### src/core/srsc_pkg.sv
`default_nettype none
package srsc_pkg;
    // clock and reset timing, times in ns, TCL counts in half clock periods
    localparam int CLK_PERIOD_NS = 4;
    localparam int HALF_PERIOD_NS = CLK_PERIOD_NS / 2;
    localparam int FILTER_NS = 500;
    localparam int SHORT_TCL = 4;
    localparam int LONG_TCL = 1032 + 12;
    localparam int SEQ_TCL = 1032;

    // least times round up to whole cycles, never below one
    function automatic int ns_to_cyc(input int ns);
        int c;
        c = (ns + CLK_PERIOD_NS - 1) / CLK_PERIOD_NS;
        return (c < 1) ? 1 : c;
    endfunction : ns_to_cyc

    localparam int SHORT_MIN_NS = (SHORT_TCL * HALF_PERIOD_NS > FILTER_NS) ?
        SHORT_TCL * HALF_PERIOD_NS : FILTER_NS;
    localparam logic [9:0] FILT_CYC = 10'(ns_to_cyc(SHORT_MIN_NS));
    localparam logic [9:0] LONG_CYC =
        10'(ns_to_cyc(LONG_TCL * HALF_PERIOD_NS + SHORT_MIN_NS));
    localparam logic [9:0] SEQ_CYC = 10'(ns_to_cyc(SEQ_TCL * HALF_PERIOD_NS));

    // register map, byte addresses
    localparam logic [3:0] OFS_SYSCFG = 4'h0;
    localparam logic [3:0] OFS_SOURCE = 4'h4;
    localparam logic [3:0] OFS_IRQ_STATUS = 4'h8;
    localparam logic [3:0] OFS_IRQ_MASK = 4'hc;

    // system configuration fields
    localparam logic [15:0] SYSCFG_RST = 16'h0000;
    localparam int SYSCFG_BIDIR_BIT = 3;
    localparam int SYSCFG_STRAP0_BIT = 7;
    localparam int SYSCFG_STRAP1_BIT = 9;
    localparam int SYSCFG_STRAP2_BIT = 10;

    // reset source flags, also the interrupt status layout
    typedef struct packed {
        logic software;
        logic watchdog;
        logic long_hw;
        logic short_hw;
        logic async_hw;
        logic power_on;
    } srsc_src_t;

    localparam srsc_src_t SRC_NONE = 6'h00;
    localparam srsc_src_t SRC_POWER_ON = 6'h01;

    typedef enum logic [1:0] {
        SRSC_IDLE = 2'b00,
        SRSC_PIN_LOW = 2'b01,
        SRSC_SEQ = 2'b10
    } srsc_state_t;

    typedef enum logic [1:0] {
        KIND_HW = 2'b00,
        KIND_WDT = 2'b01,
        KIND_SW = 2'b10
    } srsc_kind_t;
endpackage : srsc_pkg
`default_nettype wire

### src/core/srsc_top.sv
// Functional notes
// - six reset sources, each with defined state
// - record reset source in its flag
// - sense high, very long pulse: sync long
// - sense high, medium pulse: sync short, flag
// - sense low during sync reset: go async
// - once async, finish as async
// - software/watchdog sequences ignore sense level
// - pin low enables sense pull-down
// - bidir drive only if enabled, sense high
// - filtered reset qualifies the sense level
// - config register reloads pattern with straps
// - reload value is the same for every reset kind
`default_nettype none
module srsc_top (
    input wire logic clk,
    input wire logic rst,
    // reset pin, low active, open drain
    input wire logic reset_input_pin_i,
    output logic reset_pin_o,
    output logic reset_pin_oe,
    input wire logic reset_mode_sense,
    output logic sense_pulldown_en,
    input wire logic watchdog_overflow,
    input wire logic software_reset_instruction,
    input wire logic [2:0] config_strap,
    output logic core_reset,
    output logic filtered_reset_n,
    // avalon-mm slave
    input wire logic [3:0] avs_address,
    input wire logic avs_read,
    input wire logic avs_write,
    input wire logic [31:0] avs_writedata,
    output logic [31:0] avs_readdata,
    output logic avs_waitrequest,
    output logic irq
);
    srsc_pkg::srsc_state_t state_q;
    srsc_pkg::srsc_kind_t kind_q;
    srsc_pkg::srsc_src_t flags_q;
    srsc_pkg::srsc_src_t status_q;
    srsc_pkg::srsc_src_t mask_q;
    srsc_pkg::srsc_src_t done_src;
    logic [2:0] pin_sync_q;
    logic [2:0] sense_sync_q;
    logic pin_lvl_q;
    logic sense_lvl_q;
    logic [9:0] cnt_q;
    logic async_q;
    logic long_q;
    logic drive_q;
    logic seq_done;
    logic hw_start;
    logic hw_release;
    logic filt_active;
    logic cfg_load_q;
    logic [15:0] syscfg_q;
    logic [31:0] readdata_q;
    logic wait_q;
    logic irq_q;
    logic core_reset_q;
    logic filt_n_q;
    logic pulldown_q;
    logic bus_req;
    logic wr_ok;

    // pin inputs: three stages, level accepted when stages two and three agree
    always_ff @(posedge clk)
    begin
        if (rst)
        begin
            pin_sync_q <= 3'h7;
            sense_sync_q <= 3'h7;
            pin_lvl_q <= 1'b1;
            sense_lvl_q <= 1'b1;
        end
        else
        begin
            pin_sync_q <= {pin_sync_q[1:0], reset_input_pin_i};
            sense_sync_q <= {sense_sync_q[1:0], reset_mode_sense};
            if (pin_sync_q[1] == pin_sync_q[2])
            begin
                pin_lvl_q <= pin_sync_q[2];
            end
            if (sense_sync_q[1] == sense_sync_q[2])
            begin
                sense_lvl_q <= sense_sync_q[2];
            end
        end
    end

    // our own drive pulls the pin low too, so the pin is ignored while driving
    assign hw_start = (state_q == srsc_pkg::SRSC_IDLE) && !pin_lvl_q;
    assign hw_release = (state_q == srsc_pkg::SRSC_PIN_LOW) && pin_lvl_q;
    // the sense level counts only once the noise filter has passed the pulse
    assign filt_active = (state_q == srsc_pkg::SRSC_PIN_LOW) &&
        (cnt_q >= srsc_pkg::FILT_CYC);
    assign seq_done = (state_q == srsc_pkg::SRSC_SEQ) &&
        (cnt_q == srsc_pkg::SEQ_CYC - 10'h001);

    // source state machine: pin pulse measurement, then internal sequence
    always_ff @(posedge clk)
    begin
        if (rst)
        begin
            state_q <= srsc_pkg::SRSC_IDLE;
            kind_q <= srsc_pkg::KIND_HW;
            cnt_q <= 10'h000;
        end
        else
        begin
            unique case (state_q)
                srsc_pkg::SRSC_IDLE:
                begin
                    cnt_q <= 10'h000;
                    if (hw_start)
                    begin
                        state_q <= srsc_pkg::SRSC_PIN_LOW;
                        kind_q <= srsc_pkg::KIND_HW;
                    end
                    else if (watchdog_overflow)
                    begin
                        state_q <= srsc_pkg::SRSC_SEQ;
                        kind_q <= srsc_pkg::KIND_WDT;
                    end
                    else if (software_reset_instruction)
                    begin
                        state_q <= srsc_pkg::SRSC_SEQ;
                        kind_q <= srsc_pkg::KIND_SW;
                    end
                end
                srsc_pkg::SRSC_PIN_LOW:
                begin
                    if (cnt_q != 10'h3ff)
                    begin
                        cnt_q <= cnt_q + 10'h001;
                    end
                    if (hw_release)
                    begin
                        cnt_q <= 10'h000;
                        // pulses the filter swallows leave no trace
                        state_q <= filt_active ? srsc_pkg::SRSC_SEQ
                                               : srsc_pkg::SRSC_IDLE;
                    end
                end
                srsc_pkg::SRSC_SEQ:
                begin
                    cnt_q <= cnt_q + 10'h001;
                    if (seq_done)
                    begin
                        state_q <= srsc_pkg::SRSC_IDLE;
                        cnt_q <= 10'h000;
                    end
                end
                default:
                begin
                    state_q <= srsc_pkg::SRSC_IDLE;
                    cnt_q <= 10'h000;
                end
            endcase
        end
    end

    // sync to async conversion, sticky until the sequence ends
    always_ff @(posedge clk)
    begin
        if (rst)
        begin
            async_q <= 1'b0;
        end
        else if (state_q == srsc_pkg::SRSC_IDLE)
        begin
            async_q <= 1'b0;
        end
        else if (!sense_lvl_q && kind_q == srsc_pkg::KIND_HW &&
                 (filt_active || state_q == srsc_pkg::SRSC_SEQ))
        begin
            async_q <= 1'b1;
        end
        // a later high sense level does not undo it
        // watchdog and software sequences never convert
    end

    // pulse length class, taken at the pin release
    always_ff @(posedge clk)
    begin
        if (rst)
        begin
            long_q <= 1'b0;
        end
        else if (hw_release)
        begin
            long_q <= (cnt_q >= srsc_pkg::LONG_CYC);
        end
    end

    // bidirectional drive for watchdog and software resets
    always_ff @(posedge clk)
    begin
        if (rst)
        begin
            drive_q <= 1'b0;
        end
        else if (state_q == srsc_pkg::SRSC_IDLE && !hw_start &&
                 (watchdog_overflow || software_reset_instruction))
        begin
            drive_q <= syscfg_q[srsc_pkg::SYSCFG_BIDIR_BIT] && sense_lvl_q;
        end
        else if (seq_done || !sense_lvl_q)
        begin
            drive_q <= 1'b0;
        end
    end

    // source of the finished sequence, one hot
    always_comb
    begin
        done_src = srsc_pkg::SRC_NONE;
        unique case (kind_q)
            srsc_pkg::KIND_WDT: done_src.watchdog = 1'b1;
            srsc_pkg::KIND_SW: done_src.software = 1'b1;
            srsc_pkg::KIND_HW:
            begin
                done_src.async_hw = async_q;
                done_src.long_hw = !async_q && long_q;
                done_src.short_hw = !async_q && !long_q;
            end
            default: done_src = srsc_pkg::SRC_NONE;
        endcase
    end

    // source flags replaced only by the next completed reset
    always_ff @(posedge clk)
    begin
        if (rst)
        begin
            flags_q <= srsc_pkg::SRC_POWER_ON;
        end
        else if (seq_done)
        begin
            flags_q <= done_src;
        end
    end

    // config reload: straps are caught by the clock after each reset
    always_ff @(posedge clk)
    begin
        if (rst)
        begin
            cfg_load_q <= 1'b1;
            syscfg_q <= srsc_pkg::SYSCFG_RST;
        end
        else
        begin
            cfg_load_q <= seq_done;
            if (cfg_load_q)
            begin
                // every reset clears the bidir enable; software must set it
                // again before a later software or watchdog reset drives the pin
                syscfg_q <= srsc_pkg::SYSCFG_RST;
                syscfg_q[srsc_pkg::SYSCFG_STRAP0_BIT] <= config_strap[0];
                syscfg_q[srsc_pkg::SYSCFG_STRAP1_BIT] <= config_strap[1];
                syscfg_q[srsc_pkg::SYSCFG_STRAP2_BIT] <= config_strap[2];
            end
            else if (wr_ok && avs_address == srsc_pkg::OFS_SYSCFG)
            begin
                syscfg_q <= avs_writedata[15:0];
            end
        end
    end

    // pin side outputs and core reset
    always_ff @(posedge clk)
    begin
        if (rst)
        begin
            core_reset_q <= 1'b1;
            filt_n_q <= 1'b1;
            pulldown_q <= 1'b0;
        end
        else
        begin
            core_reset_q <= filt_active || (state_q == srsc_pkg::SRSC_SEQ && !seq_done);
            filt_n_q <= !filt_active;
            pulldown_q <= !pin_lvl_q || drive_q;
        end
    end

    // bus: one wait cycle, write lands on the edge where waitrequest is low
    assign bus_req = avs_read || avs_write;
    assign wr_ok = avs_write && !wait_q;

    always_ff @(posedge clk)
    begin
        if (rst)
        begin
            wait_q <= 1'b1;
            readdata_q <= 32'h0000_0000;
        end
        else if (bus_req && wait_q)
        begin
            wait_q <= 1'b0;
            unique case (avs_address)
                srsc_pkg::OFS_SYSCFG: readdata_q <= {16'h0000, syscfg_q};
                srsc_pkg::OFS_SOURCE: readdata_q <= {26'h0, flags_q};
                srsc_pkg::OFS_IRQ_STATUS: readdata_q <= {26'h0, status_q};
                srsc_pkg::OFS_IRQ_MASK: readdata_q <= {26'h0, mask_q};
                default: readdata_q <= 32'h0000_0000;
            endcase
        end
        else
        begin
            wait_q <= 1'b1;
        end
    end

    // interrupt status: set wins over a same-cycle write of one
    always_ff @(posedge clk)
    begin
        if (rst)
        begin
            status_q <= srsc_pkg::SRC_POWER_ON;
            mask_q <= srsc_pkg::SRC_NONE;
        end
        else
        begin
            if (wr_ok && avs_address == srsc_pkg::OFS_IRQ_STATUS)
            begin
                status_q <= (status_q & ~avs_writedata[5:0]) | (seq_done ? done_src : 6'h00);
            end
            else if (seq_done)
            begin
                status_q <= status_q | done_src;
            end
            if (wr_ok && avs_address == srsc_pkg::OFS_IRQ_MASK)
            begin
                mask_q <= avs_writedata[5:0];
            end
        end
    end

    // level interrupt, one cycle behind the status bits
    always_ff @(posedge clk)
    begin
        if (rst)
        begin
            irq_q <= 1'b0;
        end
        else
        begin
            irq_q <= |(status_q & mask_q);
        end
    end

    assign reset_pin_o = 1'b0;
    assign reset_pin_oe = drive_q;
    assign sense_pulldown_en = pulldown_q;
    assign core_reset = core_reset_q;
    assign filtered_reset_n = filt_n_q;
    assign avs_readdata = readdata_q;
    assign avs_waitrequest = wait_q;
    assign irq = irq_q;
endmodule : srsc_top
`default_nettype wire

### config.mk
export PLATFORM = sky130hd
export DESIGN_NAME = srsc_top
export DESIGN_NICKNAME = d
export VERILOG_FILES = /design/src/core/srsc_pkg.sv /design/src/core/srsc_top.sv
export SDC_FILE = /design/constraint.sdc
export NUM_CORES = 1
export LEC_CHECK = 0
export ABC_CLOCK_PERIOD_IN_PS = 2500
export BUFFER_PORTS_ARGS = -buffer_cell sky130_fd_sc_hd__buf_2
export CORE_ASPECT_RATIO = 0.7
export CORE_MARGIN = 1
export CORE_UTILIZATION = 51
export CTS_CLUSTER_DIAMETER = 40
export DETAILED_ROUTE_END_ITERATION = 8
export GPL_TIMING_DRIVEN = 0
export PLACE_DENSITY_LB_ADDON = 0.2
export SYNTH_ARGS = -nofsm -noshare
export SYNTH_HDL_FRONTEND = slang
export SYNTH_SLANG_ARGS = --single-unit
export TNS_END_PERCENT = 5
### constraint.sdc
create_clock -name clk -period 2.5 [get_ports clk]
set_clock_uncertainty 0.05 [all_clocks]
set_input_delay 0.5 -clock clk [delete_from_list [all_inputs] [get_ports clk]]
set_output_delay 0.5 -clock clk [all_outputs]
set_load 0.02 [all_outputs]
==> results_dict.tcl, run 1 <==
set metrics [dict create \
    drt_iter0_drc 263 \
    syn_to_final_growth_pct 17.8 \
    start_util 0.547 \
    syn_area_sq_um 3530 \
    crit_type "reg -> reg" \
    cts_made_buffers 9 \
    synth_area_leaders "dfxtp_1, nor2_1, a21oi_1, a22oi_1, buf_4" \
    yosys-top-cells-count "dfxtp_1, nor2_1, a21oi_1, nand2_1, a22oi_1" \
    cts_tree "done" \
    multi_input_area_sq_um 1680 \
    antenna_found_initial 0 \
    critPathLaunchType "register" \
    num_rows 24 \
    regArea_sq_um 1620 \
    grtUsageTotal 0.234 \
    drtAntennaViolNets 0 \
    fillers 580 \
    diodes 0 \
    postCtsSetupRepairBufs 0 \
    whs_endpoint "pin_sync_q[0]$_SDFF_PP1_" \
    synth_top_area_frac 0.459 \
    port_buffers 50 \
    timing.final.ws_setup_ns 0.456 \
    hold_violations 0 \
    syn_inst 388 \
    rsz0062_at_grt "no" \
    synth_seq_cells 81 \
    drv_slew 0 \
    syn_avg_cell_area_sq_um 9.10 \
    regToRegStartpoint "cnt_q[0]$_SDFFE_PP0P_" \
    status "complete, no violations" \
    stdcell_count 559 \
    fin_crit_sh 0.818 \
    final_util 0.645 \
    grt_max_degree 14 \
    clkTransAtPathRegs_ns 0.08 \
    synth_warnings 0 \
    leakagePower_nw 1.76 \
    reg2reg_setup_slack_ns 0.46 \
    setup_viol 0 \
    crit_fanout 10 \
    async_reset_ff_frac 0 \
    die_h_um 71.6 \
    routabilityCongestion 0.800 \
    ir_drop_mv 0.388 \
    synth-seq-area-share 0.459 \
    vias_per_cell 5.23 \
    finalNetCount 518 \
    endpoint_kind "register" \
    fin_area_sq_um 4160 \
    slew_headroom 0.327 \
    final.min_clock_period_ns 2.04 \
    dpl.cell_count 545 \
    cts_num_sinks 81 \
    drive_gt1_frac 0.259 \
    die_w_um 101 \
    core_sq_um 6460 \
    post-place-ws_ns 0.304 \
    ctsResizeCount 0 \
    crit_required_ns 2.67 \
    vias 2924 \
    worstMarginPinSlew_ns 1.01 \
    die_area_sq_um 7270 \
    overflow 0 \
    drc 0 \
    fin_tns_setup_ns 0 \
    fmax_ghz 0.489 \
    ioPinCount 86 \
    cap_violations 0 \
    grt_pass1_vias 2663 \
    clockRootBuffer "clkbuf_8" \
    rr_endpoint "cnt_q[8]$_SDFFE_PP0P_" \
    clk_latency_ns 0.35 \
    grt_first_pass_wirelength_um 13000 \
    cts_buffer_depth 2 \
    routedWlPerCell_um 14.2 \
    hpwlAfterDp_um 5900 \
    synthDistinctLibCells 52 \
    rr_worst_depth 7 \
    hold_class "in -> reg" \
    synth-edff-count 0 \
    ys.flop_type "dfxtp_1" \
    yosysMostFrequentCell "dfxtp_1" \
    drt-total-wl_um 7910 \
    min_path_cells 2 \
    hp-start "reset_input_pin_i" \
    arrival_ns 2.21 \
    htreeDepth 3 \
    placed_area_sq_um 3960 \
    first_pass_iters 5 \
    postCtsHoldBufs 0 \
    synth.largest_area_cell "dfxtp_1" \
    p_per_area_nw_per_um2 617 \
]
## through the flow
step	hold slack, ns	power [mW]
final	0.269	2.57
after detailed placement	0.343	1.58
after CTS	0.261	2.58
after global routing	0.251	2.66
after floorplan	0.339	1.51
after global placement	0.343	1.58
## state kept, by name (all words and copies together), names as in the netlist
name,flops
core_reset,1
sense_lvl_q,1
cnt_q,10
avs_waitrequest,1
irq,1
pin_sync_q,3
cfg_load_q,1
async_q,1
flags_q,6
long_q,1
syscfg_q,16
reset_pin_oe,1
sense_sync_q,3
kind_q,2
sense_pulldown_en,1
mask_q,6
avs_readdata,16
state_q,2
filtered_reset_n,1
status_q,6
pin_lvl_q,1
## where the power goes
part	switching, mW	internal (mW)	total, mW
registers	0.0166	1.31	1.33
clock network	0.462	0.553	1.01
logic	0.138	0.0890	0.227
total	0.616	1.95	2.57
## routing by layer
layer / routed length (um) / up-vias / GRT usage
li1: - / 1455 / -
met1: 3880 / 1350 / 0.339
met2: 3440 / 110 / 0.354
met3: 543 / 9 / 0.0644
met4: 47 / 0 / 0.0386
met5: 0 / - / 0
## layout by cell type (no fill, tap or decap), types with 3 or more instances in the layout
| cell | n |
|---|---|
| mux2i_1 | 10 |
| dfxtp_1 | 81 |
| conb_1 | 17 |
| ha_1 | 6 |
| a22oi_1 | 19 |
| nand2_1 | 27 |
| o21ai_0 | 8 |
| a31oi_1 | 3 |
| clkbuf_8 | 9 |
| a21oi_1 | 39 |
| inv_1 | 14 |
| xnor2_1 | 3 |
| nor3_1 | 6 |
| mux2_2 | 3 |
| buf_4 | 18 |
| nor2_1 | 64 |
| mux4_2 | 6 |
| xor2_1 | 3 |
| nand2b_1 | 3 |
| or2_2 | 9 |
| buf_2 | 56 |
| clkbuf_1 | 11 |
| nand3_1 | 9 |
| buf_6 | 3 |
## critical path, cell delays in order (launching register included)
cell,delay (ns)
dfxtp_1,0.42
ha_1,0.34
nor4b_4,0.30
a31oi_1,0.19
o21a_1,0.20
buf_2,0.18
a21oi_1,0.18
nor2_1,0.06
## layout make-up
type	count	area share
Buffer	38	0.0577
Clock buffer	9	0.0298
Clock inverter	5	0.0195
Inverter	14	0.0126
Multi-Input combinational cell	271	0.403
Sequential cell	81	0.390
Tap cell	91	0.0274
Timing Repair Buffer	50	0.0601
## worst max-delay path by stage
stage | from | to | slack [ns] | depth (start not counted)
after floorplan | cnt_q[0]$_SDFFE_PP0P_ | flags_q[4]$_SDFFE_PP0P_ | 0.71 | 6
final | cnt_q[0]$_SDFFE_PP0P_ | cnt_q[8]$_SDFFE_PP0P_ | 0.46 | 7
after global routing | avs_waitrequest$_SDFF_PP1_ | avs_readdata[12]$_SDFFE_PP0P_ | 0.30 | 4
after global placement | avs_write | avs_readdata[10]$_SDFFE_PP0P_ | 0.31 | 5
after detailed placement | avs_write | avs_readdata[12]$_SDFFE_PP0P_ | 0.30 | 5
after CTS | cnt_q[0]$_SDFFE_PP0P_ | cnt_q[8]$_SDFFE_PP0P_ | 0.47 | 7
## cells by family after synthesis
family | share of synthesized area
XOR/XNOR | 0.0149
adder cells (fa/ha/maj) | 0.0213
AND/OR/NAND/NOR | 0.199
AO/OA/AOI/OAI | 0.146
buffers and inverters | 0.0829
multiplexers | 0.0762
other | 0.00106
flip-flops | 0.459
(Power assumes the default switching activity.)
==> run 2: changes to the inputs <==
--- a/config.mk
+++ b/config.mk
@@ -5,7 +5,7 @@
 export SDC_FILE = /design/constraint.sdc
 export NUM_CORES = 1
 export LEC_CHECK = 0
-export ABC_CLOCK_PERIOD_IN_PS = 2500
+export ABC_CLOCK_PERIOD_IN_PS = 2000
 export BUFFER_PORTS_ARGS = -buffer_cell sky130_fd_sc_hd__buf_2
 export CORE_ASPECT_RATIO = 0.7
 export CORE_MARGIN = 1
==> constraint.sdc (replaced) <==
create_clock -name clk -period 2 [get_ports clk]
set_clock_uncertainty 0.05 [all_clocks]
set_input_delay 0.4 -clock clk [delete_from_list [all_inputs] [get_ports clk]]
set_output_delay 0.4 -clock clk [all_outputs]
set_load 0.02 [all_outputs]
==> run 2 against run 1 <==
  * Cell count did not move
  * Non-clock buffer count unchanged
  * Die area did not move
  * Register-to-register slack worse by 0.37 ns
  * First-iteration DRC count up 17%
  * Clock power grew 26%
  * Largest power group unchanged
==> results_dict.tcl, run 2 (synthesis gave the netlist of run 1 again) <==
set metrics [dict create \
    status "complete, no violations" \
    antenna_found_initial 0 \
    hpwlAfterDp_um 5900 \
    grtUsageTotal 0.234 \
    postCtsSetupRepairBufs 0 \
    p_per_area_nw_per_um2 769 \
    drv_slew 0 \
    hold_violations 0 \
    rsz0062_at_grt "yes" \
    die_area_sq_um 7270 \
    dpl.cell_count 545 \
    vias_per_cell 5.27 \
    crit_type "reg -> reg" \
    multi_input_area_sq_um 1700 \
    cts_num_sinks 81 \
    fin_crit_sh 0.958 \
    regToRegStartpoint "cnt_q[0]$_SDFFE_PP0P_" \
    post-place-ws_ns -0.0962 \
    grt_max_degree 14 \
    crit_required_ns 2.17 \
    drtAntennaViolNets 0 \
    routedWlPerCell_um 14.2 \
    mostFrequentLayoutCell "dfxtp_1" \
    first_pass_iters 5 \
    p_total_mw 3.22 \
    layout_common_cells "dfxtp_1, nor2_1, buf_2, a21oi_1, nand2_1" \
    port_buffers 50 \
    start_util 0.547 \
    ioPinCount 86 \
    hold_class "in -> reg" \
    cts_buffer_depth 2 \
    clkTransAtPathRegs_ns 0.08 \
    grt_pass1_vias 2663 \
    rr_endpoint "cnt_q[8]$_SDFFE_PP0P_" \
    hp-start "reset_input_pin_i" \
    die_h_um 71.6 \
    rr_worst_depth 7 \
    setup_viol 0 \
    diodes 0 \
    die_w_um 101 \
    slew_headroom 0.457 \
    vias 2946 \
    worstMarginPinSlew_ns 0.809 \
    finalNetCount 518 \
    drc 0 \
    cts_tree "done" \
    drt_iter0_drc 308 \
    overflow 0 \
    drt-total-wl_um 7940 \
    final_util 0.648 \
    arrival_ns 2.09 \
    cap_violations 0 \
    routabilityCongestion 0.800 \
    fin_tns_setup_ns 0 \
    fmax_ghz 0.522 \
    fillers 577 \
    regArea_sq_um 1620 \
    ctsResizeCount 1 \
    num_rows 24 \
    core_sq_um 6460 \
    stdcell_count 559 \
    grt_first_pass_wirelength_um 13000 \
    whs_endpoint "pin_sync_q[0]$_SDFF_PP1_" \
    htreeDepth 3 \
    clk_latency_ns 0.36 \
    leakagePower_nw 1.77 \
    cts_made_buffers 9 \
    min_path_cells 2 \
    drive_gt1_frac 0.261 \
    postCtsHoldBufs 0 \
    reg2reg_setup_slack_ns 0.08 \
    clockRootBuffer "clkbuf_8" \
    syn_to_final_growth_pct 18.4 \
    timing.final.ws_setup_ns 0.0830 \
    critPathLaunchType "register" \
    endpoint_kind "register" \
    ir_drop_mv 0.485 \
    final.min_clock_period_ns 1.92 \
    crit_fanout 10 \
]
[run 2: cell counts in the layout (fill, tap and decap cells not counted)]
Identical to the previous run, type by type.
[run 2: final cells by class]
type,count,share of cell area
timing repair buffer,50,0.0598
buffer,38,0.0574
multi-input combinational,271,0.406
clock inverter,5,0.0194
inverter,14,0.0126
clock buffer,9,0.0296
tap,91,0.0272
sequential,81,0.388
[run 2: metal layers]
layer,vias up,global-route usage,wire [um]
met5,-,0,0
met4,0,0.0386,48
met3,9,0.0644,537
met2,108,0.354,3470
met1,1370,0.339,3880
li1,1459,-,-
[run 2: through the flow]
stage	cell area (sq um)	hold WS, ns
after floorplan	3590	0.339
after global placement	3960	0.343
after detailed placement	3960	0.343
after CTS	4160	0.161
after global routing	4180	0.151
final	4180	0.168
[run 2: power by group]
| part | total (mW) | switching (mW) | internal (mW) |
|---|---|---|---|
| Sequential | 1.66 | 0.0213 | 1.64 |
| Combinational | 0.285 | 0.173 | 0.112 |
| Clock | 1.27 | 0.582 | 0.691 |
| Total | 3.22 | 0.776 | 2.44 |
[run 2: worst max-delay path by stage]
stage / from / endpoint / depth (start not counted)
after floorplan: cnt_q[0]$_SDFFE_PP0P_ / flags_q[4]$_SDFFE_PP0P_ / 6
after global placement: avs_write / avs_readdata[10]$_SDFFE_PP0P_ / 5
after detailed placement: avs_write / avs_readdata[12]$_SDFFE_PP0P_ / 5
after CTS: avs_waitrequest$_SDFF_PP1_ / avs_readdata[12]$_SDFFE_PP0P_ / 4
after global routing: cnt_q[0]$_SDFFE_PP0P_ / async_q$_SDFFE_PP0P_ / 7
final: cnt_q[0]$_SDFFE_PP0P_ / cnt_q[8]$_SDFFE_PP0P_ / 7
[run 2: critical path, stage by stage (launching register included)]
cell     delay [ns]
dfxtp_1        0.46
ha_4           0.22
nor4b_4        0.24
a31oi_1        0.18
o21a_1         0.20
buf_2          0.18
a21oi_1        0.18
nor2_1         0.06
